--- src/pkg/t3_mframe_pkg.sv ---
package t3_mframe_pkg;
	// ==========================================================
	// frame geometry
	localparam int BLOCK_PAYLOAD = 84;
	localparam int TRIBS = 7;
	localparam logic [6:0] POS_RST = 7'h00;
	localparam logic [6:0] POS_LAST = 7'h54;
	localparam logic [6:0] POS_FIRST_PAY = 7'h01;
	localparam logic [2:0] BLK_RST = 3'h0;
	localparam logic [2:0] BLK_LAST = 3'h7;
	localparam logic [2:0] SUB_RST = 3'h0;
	localparam logic [2:0] SUB_LAST = 3'h6;
	localparam logic [2:0] TRIB_RST = 3'h0;
	localparam logic [2:0] TRIB_LAST = 3'h6;

	// ==========================================================
	// overhead slot of each block within a subframe
	typedef enum logic [2:0] {
		OVH_LEAD = 3'b000,
		OVH_F1 = 3'b001,
		OVH_C1 = 3'b010,
		OVH_F2 = 3'b011,
		OVH_C2 = 3'b100,
		OVH_F3 = 3'b101,
		OVH_C3 = 3'b110,
		OVH_F4 = 3'b111
	} ovh_t;

	// subframes whose lead bit is X2, parity or multiframe alignment
	localparam logic [2:0] SUB_X2 = 3'h1;
	localparam logic [2:0] SUB_P1 = 3'h2;
	localparam logic [2:0] SUB_P2 = 3'h3;
	localparam logic [2:0] SUB_M1 = 3'h4;
	localparam logic [2:0] SUB_M2 = 3'h5;
	localparam logic [2:0] SUB_M3 = 3'h6;

	// ==========================================================
	// fixed overhead values
	localparam logic F1_VAL = 1'b1;
	localparam logic F2_VAL = 1'b0;
	localparam logic F3_VAL = 1'b0;
	localparam logic F4_VAL = 1'b1;
	localparam logic M1_VAL = 1'b0;
	localparam logic M2_VAL = 1'b1;
	localparam logic M3_VAL = 1'b0;
	localparam logic STUFF_FILL = 1'b1;
	localparam logic UNDERRUN_FILL = 1'b1;
	localparam logic X_RST = 1'b0;
	localparam logic PAR_RST = 1'b0;
	localparam logic [6:0] STUFF_RST = 7'h00;

	// ==========================================================
	// line buffer shape: bit 0 line data, bit 1 frame start
	localparam int FIFO_WIDTH = 2;
	localparam int FIFO_DEPTH = 4;
endpackage

--- src/pkg/bit_stream_if.sv ---
`timescale 1ns/10ps
interface bit_stream_if #(
	parameter int WIDTH = 2
);
	logic [WIDTH-1:0] data;
	logic valid;
	logic ready;
	modport src(output data, output valid, input ready);
	modport snk(input data, input valid, output ready);
endinterface

--- src/core/stream_fifo.sv ---
`timescale 1ns/10ps
module stream_fifo #(
	parameter int WIDTH = 2,
	parameter int DEPTH = 4
) (
	// clock and reset
	input wire logic clk,
	input wire logic nrst,
	// fill and drain sides
	bit_stream_if.snk wr,
	bit_stream_if.src rd
);
	localparam int PW = (DEPTH > 1) ? $clog2(DEPTH) : 1;
	localparam int CW = $clog2(DEPTH + 1);
	localparam logic [CW-1:0] FULL_CNT = CW'(DEPTH);
	localparam logic [PW-1:0] PTR_LAST = PW'(DEPTH - 1);

	logic [WIDTH-1:0] mem [DEPTH];
	logic [PW-1:0] wptr_r;
	logic [PW-1:0] rptr_r;
	logic [CW-1:0] cnt_r;

	// ==========================================================
	// pointer wrap, generic so depth need not be a power of two
	function automatic logic [PW-1:0] ptr_inc(input logic [PW-1:0] p);
		ptr_inc = (p == PTR_LAST) ? '0 : PW'(p + 1'b1);
	endfunction

	wire do_wr = wr.valid && wr.ready;
	wire do_rd = rd.valid && rd.ready;

	// flags straight from the count, so full and empty never lie
	assign wr.ready = (cnt_r != FULL_CNT);
	assign rd.valid = (cnt_r != '0);
	assign rd.data = mem[rptr_r];

	// storage has no reset; only valid words are ever read
	always_ff @(posedge clk) begin
		if (do_wr) begin
			mem[wptr_r] <= wr.data;
		end
	end

	always_ff @(posedge clk or negedge nrst) begin
		if (!nrst) begin
			wptr_r <= '0;
			rptr_r <= '0;
			cnt_r <= '0;
		end else begin
			if (do_wr) wptr_r <= ptr_inc(wptr_r);
			if (do_rd) rptr_r <= ptr_inc(rptr_r);
			if (do_wr && !do_rd) cnt_r <= CW'(cnt_r + 1'b1);
			else if (do_rd && !do_wr) cnt_r <= CW'(cnt_r - 1'b1);
		end
	end

	a_fifo_bound: assert property (@(posedge clk) disable iff (!nrst)
		cnt_r <= FULL_CNT) else $error("fifo count above depth");
endmodule

--- src/core/t3_mframe_formatter.sv ---
`timescale 1ns/10ps
// Overview of operation
// - subframe is eight blocks, each one overhead bit then 84 payload bits
// - subframe lead bits are X1 X2 P1 P2 M1 M2 M3, M bits 0 1 0
// - framing bits F1=1 F2=0 F3=0 F4=1 in every subframe
// - stuff slot is payload bit n of the last block of subframe n
// - each frame starts with X1 then the rest in frame order
// - payload bits interleave tributaries 1 to 7, twelve each per block
// - stuff slot carries tributary data when C bits zero, stuff when one
// - P1 and P2 both carry parity of previous frame payload
// - X1 equals X2, zero while receiver out of sync or AIS
module t3_mframe_formatter (
	// clock and reset
	input wire logic clk,
	input wire logic nrst,
	// tributary side
	input wire logic [6:0] trib_bit,
	input wire logic [6:0] trib_valid,
	output logic [6:0] trib_ready,
	input wire logic [6:0] stuff_req,
	output logic underrun,
	// local receive framer status
	input wire logic rx_oof,
	input wire logic rx_ais,
	// line side
	output logic line_bit,
	output logic line_sof,
	output logic line_valid,
	input wire logic line_ready
);
	bit_stream_if #(.WIDTH(t3_mframe_pkg::FIFO_WIDTH)) tx_in();
	bit_stream_if #(.WIDTH(t3_mframe_pkg::FIFO_WIDTH)) tx_out();

	logic [6:0] pos_r;
	logic [6:0] pos_nxt;
	logic [2:0] blk_r;
	logic [2:0] blk_nxt;
	logic [2:0] sub_r;
	logic [2:0] sub_nxt;
	logic [2:0] trib_r;
	logic [2:0] trib_nxt;
	logic [6:0] stuff_r;
	logic run_r;
	logic x_val_r;
	logic par_acc_r;
	logic par_prev_r;
	logic underrun_r;

	// ==========================================================
	// one-hot tributary select
	function automatic logic [6:0] trib_hot(input logic [2:0] t);
		trib_hot = 7'(7'h01 << t);
	endfunction

	// ==========================================================
	// position decode
	wire push = tx_in.valid && tx_in.ready;
	wire is_ovh = (pos_r == t3_mframe_pkg::POS_RST);
	wire pos_end = (pos_r == t3_mframe_pkg::POS_LAST);
	wire blk_end = (blk_r == t3_mframe_pkg::BLK_LAST);
	wire sub_end = (sub_r == t3_mframe_pkg::SUB_LAST);
	wire frame_end = pos_end && blk_end && sub_end;
	wire [6:0] stuff_pos = 7'({4'h0, sub_r} + 7'h01);
	wire stuff_slot = (blk_r == t3_mframe_pkg::OVH_F4) &&
		(pos_r == stuff_pos);
	wire cur_stuff = stuff_r[sub_r];
	wire do_stuff = stuff_slot && cur_stuff;
	wire take = push && !is_ovh && !do_stuff;
	wire trib_ok = trib_valid[trib_r];
	wire sof = is_ovh && (blk_r == t3_mframe_pkg::BLK_RST) &&
		(sub_r == t3_mframe_pkg::SUB_RST);

	// ==========================================================
	// lead bit of each subframe
	wire is_par_sub = (sub_r == t3_mframe_pkg::SUB_P1) ||
		(sub_r == t3_mframe_pkg::SUB_P2);
	wire lead_bit = is_par_sub ? par_prev_r :
		(sub_r == t3_mframe_pkg::SUB_M1) ? t3_mframe_pkg::M1_VAL :
		(sub_r == t3_mframe_pkg::SUB_M2) ? t3_mframe_pkg::M2_VAL :
		(sub_r == t3_mframe_pkg::SUB_M3) ? t3_mframe_pkg::M3_VAL :
		x_val_r;

	// overhead bit per block slot, C bits repeat the stuff decision
	wire is_c = (blk_r == t3_mframe_pkg::OVH_C1) ||
		(blk_r == t3_mframe_pkg::OVH_C2) ||
		(blk_r == t3_mframe_pkg::OVH_C3);
	wire ovh_bit = (blk_r == t3_mframe_pkg::OVH_LEAD) ? lead_bit :
		(blk_r == t3_mframe_pkg::OVH_F1) ? t3_mframe_pkg::F1_VAL :
		(blk_r == t3_mframe_pkg::OVH_F2) ? t3_mframe_pkg::F2_VAL :
		(blk_r == t3_mframe_pkg::OVH_F3) ? t3_mframe_pkg::F3_VAL :
		is_c ? cur_stuff :
		t3_mframe_pkg::F4_VAL;

	// payload: starved tributary sends fill rather than stalling line
	wire pay_bit = do_stuff ? t3_mframe_pkg::STUFF_FILL :
		trib_ok ? trib_bit[trib_r] : t3_mframe_pkg::UNDERRUN_FILL;
	wire tx_bit = is_ovh ? ovh_bit : pay_bit;

	// ==========================================================
	// buffer toward the line; a stalled line stalls the framer
	assign tx_in.valid = run_r;
	assign tx_in.data = {sof, tx_bit};
	assign tx_out.ready = line_ready;
	assign line_bit = tx_out.data[0];
	assign line_sof = tx_out.data[1];
	assign line_valid = tx_out.valid;
	assign trib_ready = take ? trib_hot(trib_r) : 7'h00;
	assign underrun = underrun_r;

	stream_fifo #(
		.WIDTH(t3_mframe_pkg::FIFO_WIDTH),
		.DEPTH(t3_mframe_pkg::FIFO_DEPTH)
	) line_buf (
		.clk(clk),
		.nrst(nrst),
		.wr(tx_in),
		.rd(tx_out)
	);

	// ==========================================================
	// frame counters
	assign pos_nxt = pos_end ? t3_mframe_pkg::POS_RST :
		7'(pos_r + 7'h01);
	assign blk_nxt = !pos_end ? blk_r :
		blk_end ? t3_mframe_pkg::BLK_RST : 3'(blk_r + 3'h1);
	assign sub_nxt = !(pos_end && blk_end) ? sub_r :
		sub_end ? t3_mframe_pkg::SUB_RST : 3'(sub_r + 3'h1);
	// tributary index runs 0..6 from the first payload bit of a block
	assign trib_nxt = is_ovh ? t3_mframe_pkg::TRIB_RST :
		(trib_r == t3_mframe_pkg::TRIB_LAST) ? t3_mframe_pkg::TRIB_RST :
		3'(trib_r + 3'h1);

	always_ff @(posedge clk or negedge nrst) begin
		if (!nrst) begin
			pos_r <= t3_mframe_pkg::POS_RST;
			blk_r <= t3_mframe_pkg::BLK_RST;
			sub_r <= t3_mframe_pkg::SUB_RST;
			trib_r <= t3_mframe_pkg::TRIB_RST;
			run_r <= 1'b0;
		end else begin
			run_r <= 1'b1;
			if (push) begin
				pos_r <= pos_nxt;
				blk_r <= blk_nxt;
				sub_r <= sub_nxt;
				trib_r <= trib_nxt;
			end
		end
	end

	// ==========================================================
	// stuff request sampled at each subframe lead bit so all three
	// C bits and the stuff slot agree even if the request moves
	always_ff @(posedge clk or negedge nrst) begin
		if (!nrst) begin
			stuff_r <= t3_mframe_pkg::STUFF_RST;
		end else if (push && is_ovh &&
			blk_r == t3_mframe_pkg::OVH_LEAD) begin
			stuff_r[sub_r] <= stuff_req[sub_r];
		end
	end

	// ==========================================================
	// parity and alarm, both taken on the last bit of a frame so
	// the whole next frame, X1 through P2, sees one stable value
	always_ff @(posedge clk or negedge nrst) begin
		if (!nrst) begin
			par_acc_r <= t3_mframe_pkg::PAR_RST;
			par_prev_r <= t3_mframe_pkg::PAR_RST;
			x_val_r <= t3_mframe_pkg::X_RST;
		end else if (push && frame_end) begin
			par_prev_r <= par_acc_r ^ tx_bit;
			par_acc_r <= t3_mframe_pkg::PAR_RST;
			x_val_r <= !(rx_oof || rx_ais);
		end else if (push && !is_ovh) begin
			par_acc_r <= par_acc_r ^ tx_bit;
		end
	end

	always_ff @(posedge clk or negedge nrst) begin
		if (!nrst) underrun_r <= 1'b0;
		else underrun_r <= take && !trib_ok;
	end

	// ==========================================================
	// checks
	a_block_len: assert property (@(posedge clk) disable iff (!nrst)
		push && pos_end |=> is_ovh && blk_r == $past(blk_nxt))
		else $error("block length not 85 bits");
	a_m_bits: assert property (@(posedge clk) disable iff (!nrst)
		push && is_ovh && blk_r == 3'h0 && sub_r >= 3'h4 |->
		tx_bit == (sub_r == 3'h5))
		else $error("M bit value wrong");
	a_f_bits: assert property (@(posedge clk) disable iff (!nrst)
		push && is_ovh && blk_r[0] |->
		tx_bit == (blk_r == 3'h1 || blk_r == 3'h7))
		else $error("F bit value wrong");
	a_stuff_slot: assert property (@(posedge clk) disable iff (!nrst)
		push && blk_r == 3'h7 && pos_r == stuff_pos && cur_stuff |->
		trib_ready == 7'h00 && tx_bit == 1'b1)
		else $error("stuff slot consumed tributary data");
	a_frame_start: assert property (@(posedge clk) disable iff (!nrst)
		push && frame_end |=> sof)
		else $error("frame does not restart at X1");
	a_interleave: assert property (@(posedge clk) disable iff (!nrst)
		push && pos_r == 7'h08 && !do_stuff |-> trib_ready == 7'h01)
		else $error("tributary interleave out of order");
	a_c_bits: assert property (@(posedge clk) disable iff (!nrst)
		push && is_ovh && blk_r == 3'h4 |->
		tx_bit == stuff_r[sub_r] && $stable(stuff_r[sub_r]))
		else $error("C bit disagrees with stuff decision");
	a_par_keep: assert property (@(posedge clk) disable iff (!nrst)
		push && frame_end |=> par_prev_r == $past(par_acc_r ^ tx_bit))
		else $error("frame parity not kept");
	a_par_send: assert property (@(posedge clk) disable iff (!nrst)
		push && is_ovh && blk_r == 3'h0 && is_par_sub |->
		tx_bit == par_prev_r)
		else $error("P bit not previous parity");
	a_x_alarm: assert property (@(posedge clk) disable iff (!nrst)
		push && frame_end && (rx_oof || rx_ais) |=>
		!x_val_r && !tx_bit)
		else $error("X bit not zero under alarm");
	a_x_equal: assert property (@(posedge clk) disable iff (!nrst)
		push && is_ovh && blk_r == 3'h0 && sub_r == t3_mframe_pkg::SUB_X2
		|-> tx_bit == x_val_r && $stable(x_val_r))
		else $error("X2 differs from X1");
endmodule

--- config.mk ---
export PLATFORM = sky130hd
export DESIGN_NAME = t3_mframe_formatter
export DESIGN_NICKNAME = d
export VERILOG_FILES = /design/src/pkg/t3_mframe_pkg.sv /design/src/pkg/bit_stream_if.sv /design/src/core/stream_fifo.sv /design/src/core/t3_mframe_formatter.sv
export SDC_FILE = /design/constraint.sdc
export NUM_CORES = 1
export LEC_CHECK = 0
export BUFFER_PORTS_ARGS = -buffer_cell sky130_fd_sc_hd__buf_2
export CORE_MARGIN = 5
export CORE_UTILIZATION = 33
export CTS_CLUSTER_DIAMETER = 40
export CTS_CLUSTER_SIZE = 28
export DETAILED_ROUTE_END_ITERATION = 8
export GPL_ROUTABILITY_DRIVEN = 0
export REMOVE_ABC_BUFFERS = 1
export SYNTH_ARGS = -nofsm -noshare
export SYNTH_HDL_FRONTEND = slang
export SYNTH_HIERARCHICAL = 1
export SYNTH_SLANG_ARGS = --single-unit
--- constraint.sdc ---
create_clock -name clk -period 3.6 [get_ports clk]
set_input_delay 0.72 -clock clk [delete_from_list [all_inputs] [get_ports clk]]
set_output_delay 0.72 -clock clk [all_outputs]
set_load 0.005 [all_outputs]
== After elaboration in Yosys (flattened, before gate mapping) ==
Memories as Yosys holds them, arrays and structs flattened.
Index checks and enable logic that the tools add are counted.
Word-level totals
  logic and storage cells: 118
  register bits: 35
  memory bits (writable): 8
  output and inout bits: 11
  bits of input ports: 26
  memories: 1
Cells by class
  add/subtract/negate cells: 9
  shift operators: 1
  bitwise gates (word level): 1
  reductions and logical operators: 35
  muxes and demuxes: 37
  equal/unequal tests: 18
  magnitude comparators: 3
Memory list
  line_buf.mem: words 4, bits a word 2, read ports 1, clocked after Yosys merged registers in 0, write ports 1, RTL line stream_fifo.sv:18  | logic [WIDTH-1:0] mem [DEPTH];
Operators by type and width (number)
  3-bit == test (second input constant): 8
  1-bit 2-to-1 mux: 21
  3-bit 2-to-1 mux: 6
  1-bit logical AND: 17
  7-bit 2-to-1 mux: 2
  3-bit by 1-bit adder with 3-bit output (second input constant): 4
  1-bit binary-select mux with 3-bit select: 4
  3-bit by 2-bit == test with 1-bit output (second input constant): 4
  3-bit by 4-bit less-than comparator with 1-bit output (second input constant): 2
  7-bit by 1-bit adder with 7-bit output (second input constant): 1
  7-bit bitwise mux: 1
  7-bit by 4-bit == test with 1-bit output: 1
  7-bit == test (second input constant): 1
  7-bit logical NOT: 1
  1-bit by 3-bit << shifter with 7-bit output (first input constant): 1
  1-bit logical NOT: 6
  3-bit logical NOT: 2
  2-bit by 1-bit adder with 2-bit output (second input constant): 2
  3-bit by 1-bit adder with 4-bit output (second input constant): 1
  2-bit == test (second input constant): 2
  1-bit logical OR: 4
  2-bit 2-to-1 mux: 2
  2-bit AND reduction: 2
  2-bit nonzero test: 2
  other kinds (7): 7

== Logic depth before layout (Yosys ltp) ==
  depth after elaboration: 12
  mapped depth: 10
  depth with buffers taken out: 8

== By module ==
The synthesis kept the hierarchy.
By module, submodules not included
  t3_mframe_formatter: seq. area each 700.7 sq um, cells each 214, times used 1, area an instance 1983.2 sq um
  stream_fifo: seq. area each 415.4 sq um, cells each 47, times used 1, area an instance 734.5 sq um

== Worst setup path after synthesis ==
Ideal clock, no wire load.
  path kind: register to output
  from: register sub_r[0]
  to: output trib_ready[2]
  cell stages (with the launch flop): 10
  buffers on the path: 1
  arrival: 1.814 ns
  setup slack: 1.066 ns
  cells stage by stage: dfrtp_1 buf_2 inv_1 ha_1 xnor2_1 nand4_1 nor3_4 nor2_1 nand2_1 nor2_1
Between the ends
  word-level cells in the longest chain between the ends: 7
Ends and longest elaborated chain
  start, declared: RTL line t3_mframe_formatter.sv:38  | logic [2:0] sub_r;
  start signal, assigned: RTL line t3_mframe_formatter.sv:137  | sub_r <= t3_mframe_pkg::SUB_RST;
  start signal, assigned: RTL line t3_mframe_formatter.sv:145  | sub_r <= sub_nxt;
  3-bit by 1-bit adder with 4-bit output: RTL line t3_mframe_formatter.sv:63  | wire [6:0] stuff_pos = 7'({4'h0, sub_r} + 7'h01);
  7-bit by 4-bit == test with 1-bit output: RTL line t3_mframe_formatter.sv:65  | (pos_r == stuff_pos);
  1-bit logical AND: RTL line t3_mframe_formatter.sv:64  | wire stuff_slot = (blk_r == t3_mframe_pkg::OVH_F4) &&
  1-bit logical AND *: RTL line t3_mframe_formatter.sv:67  | wire do_stuff = stuff_slot && cur_stuff;
  1-bit logical NOT *: RTL line t3_mframe_formatter.sv:68  | wire take = push && !is_ovh && !do_stuff;
  1-bit logical AND *: RTL line t3_mframe_formatter.sv:68
  7-bit 2-to-1 mux *: RTL line t3_mframe_formatter.sv:107  | assign trib_ready = take ? trib_hot(trib_r) : 7'h00;
  end, declared: RTL line t3_mframe_formatter.sv:19  | output logic [6:0] trib_ready,
Every way passes the cells marked *; elsewhere a longest branch is shown, timed or not. The select of a mux whose other input is x is not followed.

== Final worst setup path ==
  from: register sub_r[0]
  to: output trib_ready[0]
Same word-level chain as after synthesis.

==> summary.md <==
| Metric | Value |
|---|---|
| IR drop worst, VDD | `233 uV` |
| Ratio of cells with drive above 1 in the final layout | `25.3%` |
| Most frequent cell after synthesis | `sky130_fd_sc_hd__dfrtp_1` |
| Crit path max-delay family | `simple AND/OR/NAND/NOR gates` |
| Height of the chip | `101 um` |
| Main synth FF type | `sky130_fd_sc_hd__dfrtp_1` |
| Detail-routed net length per standard cell | `13.7 um` |
| Total track usage | `11.4%` |
| Net Switching | `0.692 mW` |
| Simple-gate area share of the yosys netlist | `19.8%` |
| Worst hold path class | `reg2reg` |
| Post-synthesis mux area share | `13.2%` |
| Pre-antenna DRT Iters | `4` |
| Clock-pin slew of the registers on the worst-case setup and hold paths | `0.09 ns` |
| Final Max Tran Viols | `0` |
| CP endpoint kind | `output pin` |
| Actual transition at the worst max-transition pin | `0.810 ns` |
| Critical Path Slowest Stage Cell | `sky130_fd_sc_hd__dfrtp_1` |
| Pwr Total | `1.83 mW` |
| X dimension of the die | `101 um` |
| Final period demand of the worst path | `3.25 ns` |
| Maximum fanout encountered on the critical timing path | `13` |
| Number of post-CTS setup repair buffers | `0` |
| Fin util | `37.8%` |
| Source-to-sink clock delay at the later pin of the worst-skew pair | `0.29 ns` |
| GRT Residual Overflow | `0` |
| Cell-internal power | `1.14 mW` |
| Req. time, crit path | `2.88 ns` |
| End of the worst register-to-register path | `line_buf/mem[3][0]$_DFFE_PP_` |
| Power per cell area | `597 nW/um2` |
| Clock tree buffer depth | `2` |
| Input/output buffers | `36` |
| Worst clock skew | `0.00567 ns` |
| TritonCTS Buffers | `5` |
| Hold Violations, Final | `0` |
| Cell taking the most area after synthesis | `sky130_fd_sc_hd__dfrtp_1` |
| Root Buffer | `sky130_fd_sc_hd__clkbuf_8` |
| Effective utilization at floorplan | `33.4%` |
| Worst path arrival time | `2.53 ns` |
| H-tree lvl count | `2` |
| Critical register-to-register path startpoint | `sub_r[0]$_DFFE_PN0P_` |
| Pin count of the biggest net entering global routing | `36` |
| Filler instances | `816` |
| Top cells by area in the synthesized netlist | `sky130_fd_sc_hd__dfrtp_1, sky130_fd_sc_hd__ha_1, sky130_fd_sc_hd__edfxtp_1` |
| Proportion of netlist area held by the largest area contributor | `32.2%` |
| Netlist area before placement | `2720 um2` |
| Static Leakage | `1.34 nW` |
| Switching part of the total | `37.8%` |
| Clk pwr share | `17.3%` |
| Final-stage net count | `342` |
| Setup Crit Path Kind | `reg2out` |
| Iteration-0 DRC Markers | `86` |
| TritonCTS clock tree | `done` |
| Final Cycle Share | `90.2%` |
| Chain of cells forming the critical path | `inv_1, ha_1, xnor2_1, nand4_1, nor3_4, nor2_1, nand2_1, nor3_1, buf_2` |
| Count of warnings emitted by yosys | `6` |
| CP peak stage delay | `0.62 ns` |
| Final WL | `5500 um` |
| Combinational share of power | `37.8%` |
| Per-cell via count in the routed design | `4.96` |
| Initial antenna violation count | `0` |
| Worst hold path stage count | `2` |
| Hold buffers post-CTS | `0` |
| Die area | `10100 um2` |
| Most frequent cells after synthesis | `sky130_fd_sc_hd__dfrtp_1, sky130_fd_sc_hd__nand2_1, sky130_fd_sc_hd__ha_1` |
| Number of buffer and inverter instances along the worst setup path | `2` |
| Worst-case register-to-register setup slack | `1.17 ns` |
| Count of final setup violators | `0` |
| Number of gates resized after CTS | `0` |
| Final HPWL DP | `4340 um` |
| Drc violations | `0` |
| Total clock sinks | `43` |
| Setup crit start kind | `register` |
| Number of top-level design ports | `37` |
| Number of cells on the worst reg-to-reg path | `7` |
| Total negative setup slack | `0 ns` |
| Max transition margin | `46.0%` |
| Unrepaired setup endpoints after global routing | `no` |
| Std-Cell Core Area | `8130 um2` |
| Flip-flop and latch count after synthesis | `43` |
| Max Fclk | `308 MHz` |
| Combinational family with the most area after synthesis | `simple AND/OR/NAND/NOR gates` |
| Global-route wire length before repair | `9430 um` |
| Startpoint of the lowest-slack hold path | `par_prev_r$_DFFE_PN0P_` |
| Min Hold Slack | `0.504 ns` |
| Vias post-DR | `1987` |
| Post-synthesis compound-gate area fraction | `9.90%` |
| Number of global-route vias before repair | `1981` |
| Std-Cell Rows | `33` |
| Part of the Yosys area used for sequential elements | `41.1%` |
| Number of nets still failing antenna checks after routing | `0` |
| Number of synthesized flops with an enable pin | `8` |
| Mean area per synthesized cell | `10.4 um2` |
| Part of the total power dissipated in sequential elements | `44.8%` |
| Result of the run | `complete, no violations` |
| Post-synthesis share of cell area spent on xor and xnor gates | `2.26%` |
| Fraction of registers with async set or reset after synthesis | `81.4%` |
| Hold Path End | `par_prev_r$_DFFE_PN0P_` |
| Max-cap check violation count | `0` |
| Synth unique cells | `53` |
| Antenna diode count | `0` |
| Number of standard cells after synthesis | `261` |
| Area Growth Syn to Fin | `13.1%` |
| Synth Area in Adders | `9.94%` |
## flip-flops by register name (all words and copies together), names as in the netlist
register / cells
line_buf/wptr_r: 2
par_acc_r: 1
line_buf/mem: 8
underrun: 1
run_r: 1
stuff_r: 7
pos_r: 7
line_buf/rptr_r: 2
par_prev_r: 1
trib_r: 3
line_buf/cnt_r: 3
sub_r: 3
blk_r: 3
x_val_r: 1
## cell type report
class	instances	area (um2)	area share, %
clock buffers	5	68.8	2.24
clock inverters	3	23.8	0.774
inverters	14	52.6	1.71
multi-input cells	195	1500	48.8
flip-flops and latches	43	1120	36.3
well taps	105	131	4.28
repair buffers	36	180	5.86
## worst min-delay path, delay by kind of cell, from the launching register on
family | cells | cell delay (ns)
DFF | 1 | 0.36
and+or+nand+nor | 2 | 0.11
## worst max path at each step
stage                                     from            end  slack (ns)  depth (start not counted)
final                     sub_r[0]$_DFFE_PN0P_  trib_ready[0]        0.35                          9
after global routing      sub_r[0]$_DFFE_PN0P_  trib_ready[0]        0.08                          9
after CTS                 sub_r[0]$_DFFE_PN0P_  trib_ready[0]        0.31                          9
after detailed placement  sub_r[0]$_DFFE_PN0P_  trib_ready[0]        0.64                          9
after global placement    sub_r[0]$_DFFE_PN0P_  trib_ready[0]        0.71                          9
after floorplan           sub_r[0]$_DFFE_PN0P_  trib_ready[2]        1.05                          8
## layout by cell type (no fill, tap or decap), drive strengths merged, types with 5 or more instances in the layout
| master | count |
|---|---|
| a21oi | 10 |
| and2 | 7 |
| buf | 36 |
| clkbuf | 5 |
| dfrtp | 35 |
| edfxtp | 8 |
| ha | 20 |
| inv | 15 |
| mux2 | 15 |
| mux2i | 7 |
| mux4 | 5 |
| nand2 | 24 |
| nand2b | 7 |
| nand3 | 10 |
| nor2 | 18 |
| nor3 | 11 |
| o21ai | 12 |
## power groups by stage
| stage | clock [mW] | sequential, mW | combinational (mW) |
|---|---|---|---|
| floorplan | 0 | 0.784 | 0.532 |
| global placement | 0 | 0.826 | 0.680 |
| detailed placement | 0 | 0.833 | 0.707 |
| CTS | 0.325 | 0.823 | 0.709 |
| global route | 0.348 | 0.850 | 0.787 |
| finish | 0.317 | 0.823 | 0.694 |
## kinds of logic (layout without fill, tap and decap cells)
group,count (synthesis),in the layout
buffers and inverters,23,58
adder cells (fa/ha/maj),21,21
other,1,1
AO/OA/AOI/OAI,41,41
AND/OR/NAND/NOR,98,98
flip-flops,43,43
multiplexers,27,27
XOR/XNOR,7,7
## routing by layer
| layer | share of wire (%) | global-route usage [%] | wire (um) | vias to the layer above |
|---|---|---|---|---|
| met2 | 48 | 18.9 | 2670 | 39 |
| met3 | 5.7 | 3.18 | 312 | 4 |
| met1 | 45 | 15.1 | 2480 | 945 |
| met5 | 0 | 0 | 0 | - |
| met4 | 0.80 | 1.97 | 44 | 0 |
| li1 | - | - | - | 999 |
## through the flow
| step | setup WS, ns | instances | cell area [um2] |
|---|---|---|---|
| detailed placement | 0.642 | 393 | 2980 |
| finish | 0.352 | 401 | 3070 |
| CTS | 0.310 | 401 | 3070 |
| global placement | 0.714 | 393 | 2980 |
| floorplan | 1.05 | 252 | 2670 |
| global route | 0.0805 | 401 | 3070 |
Note: power is estimated with default switching activity, not from simulation.
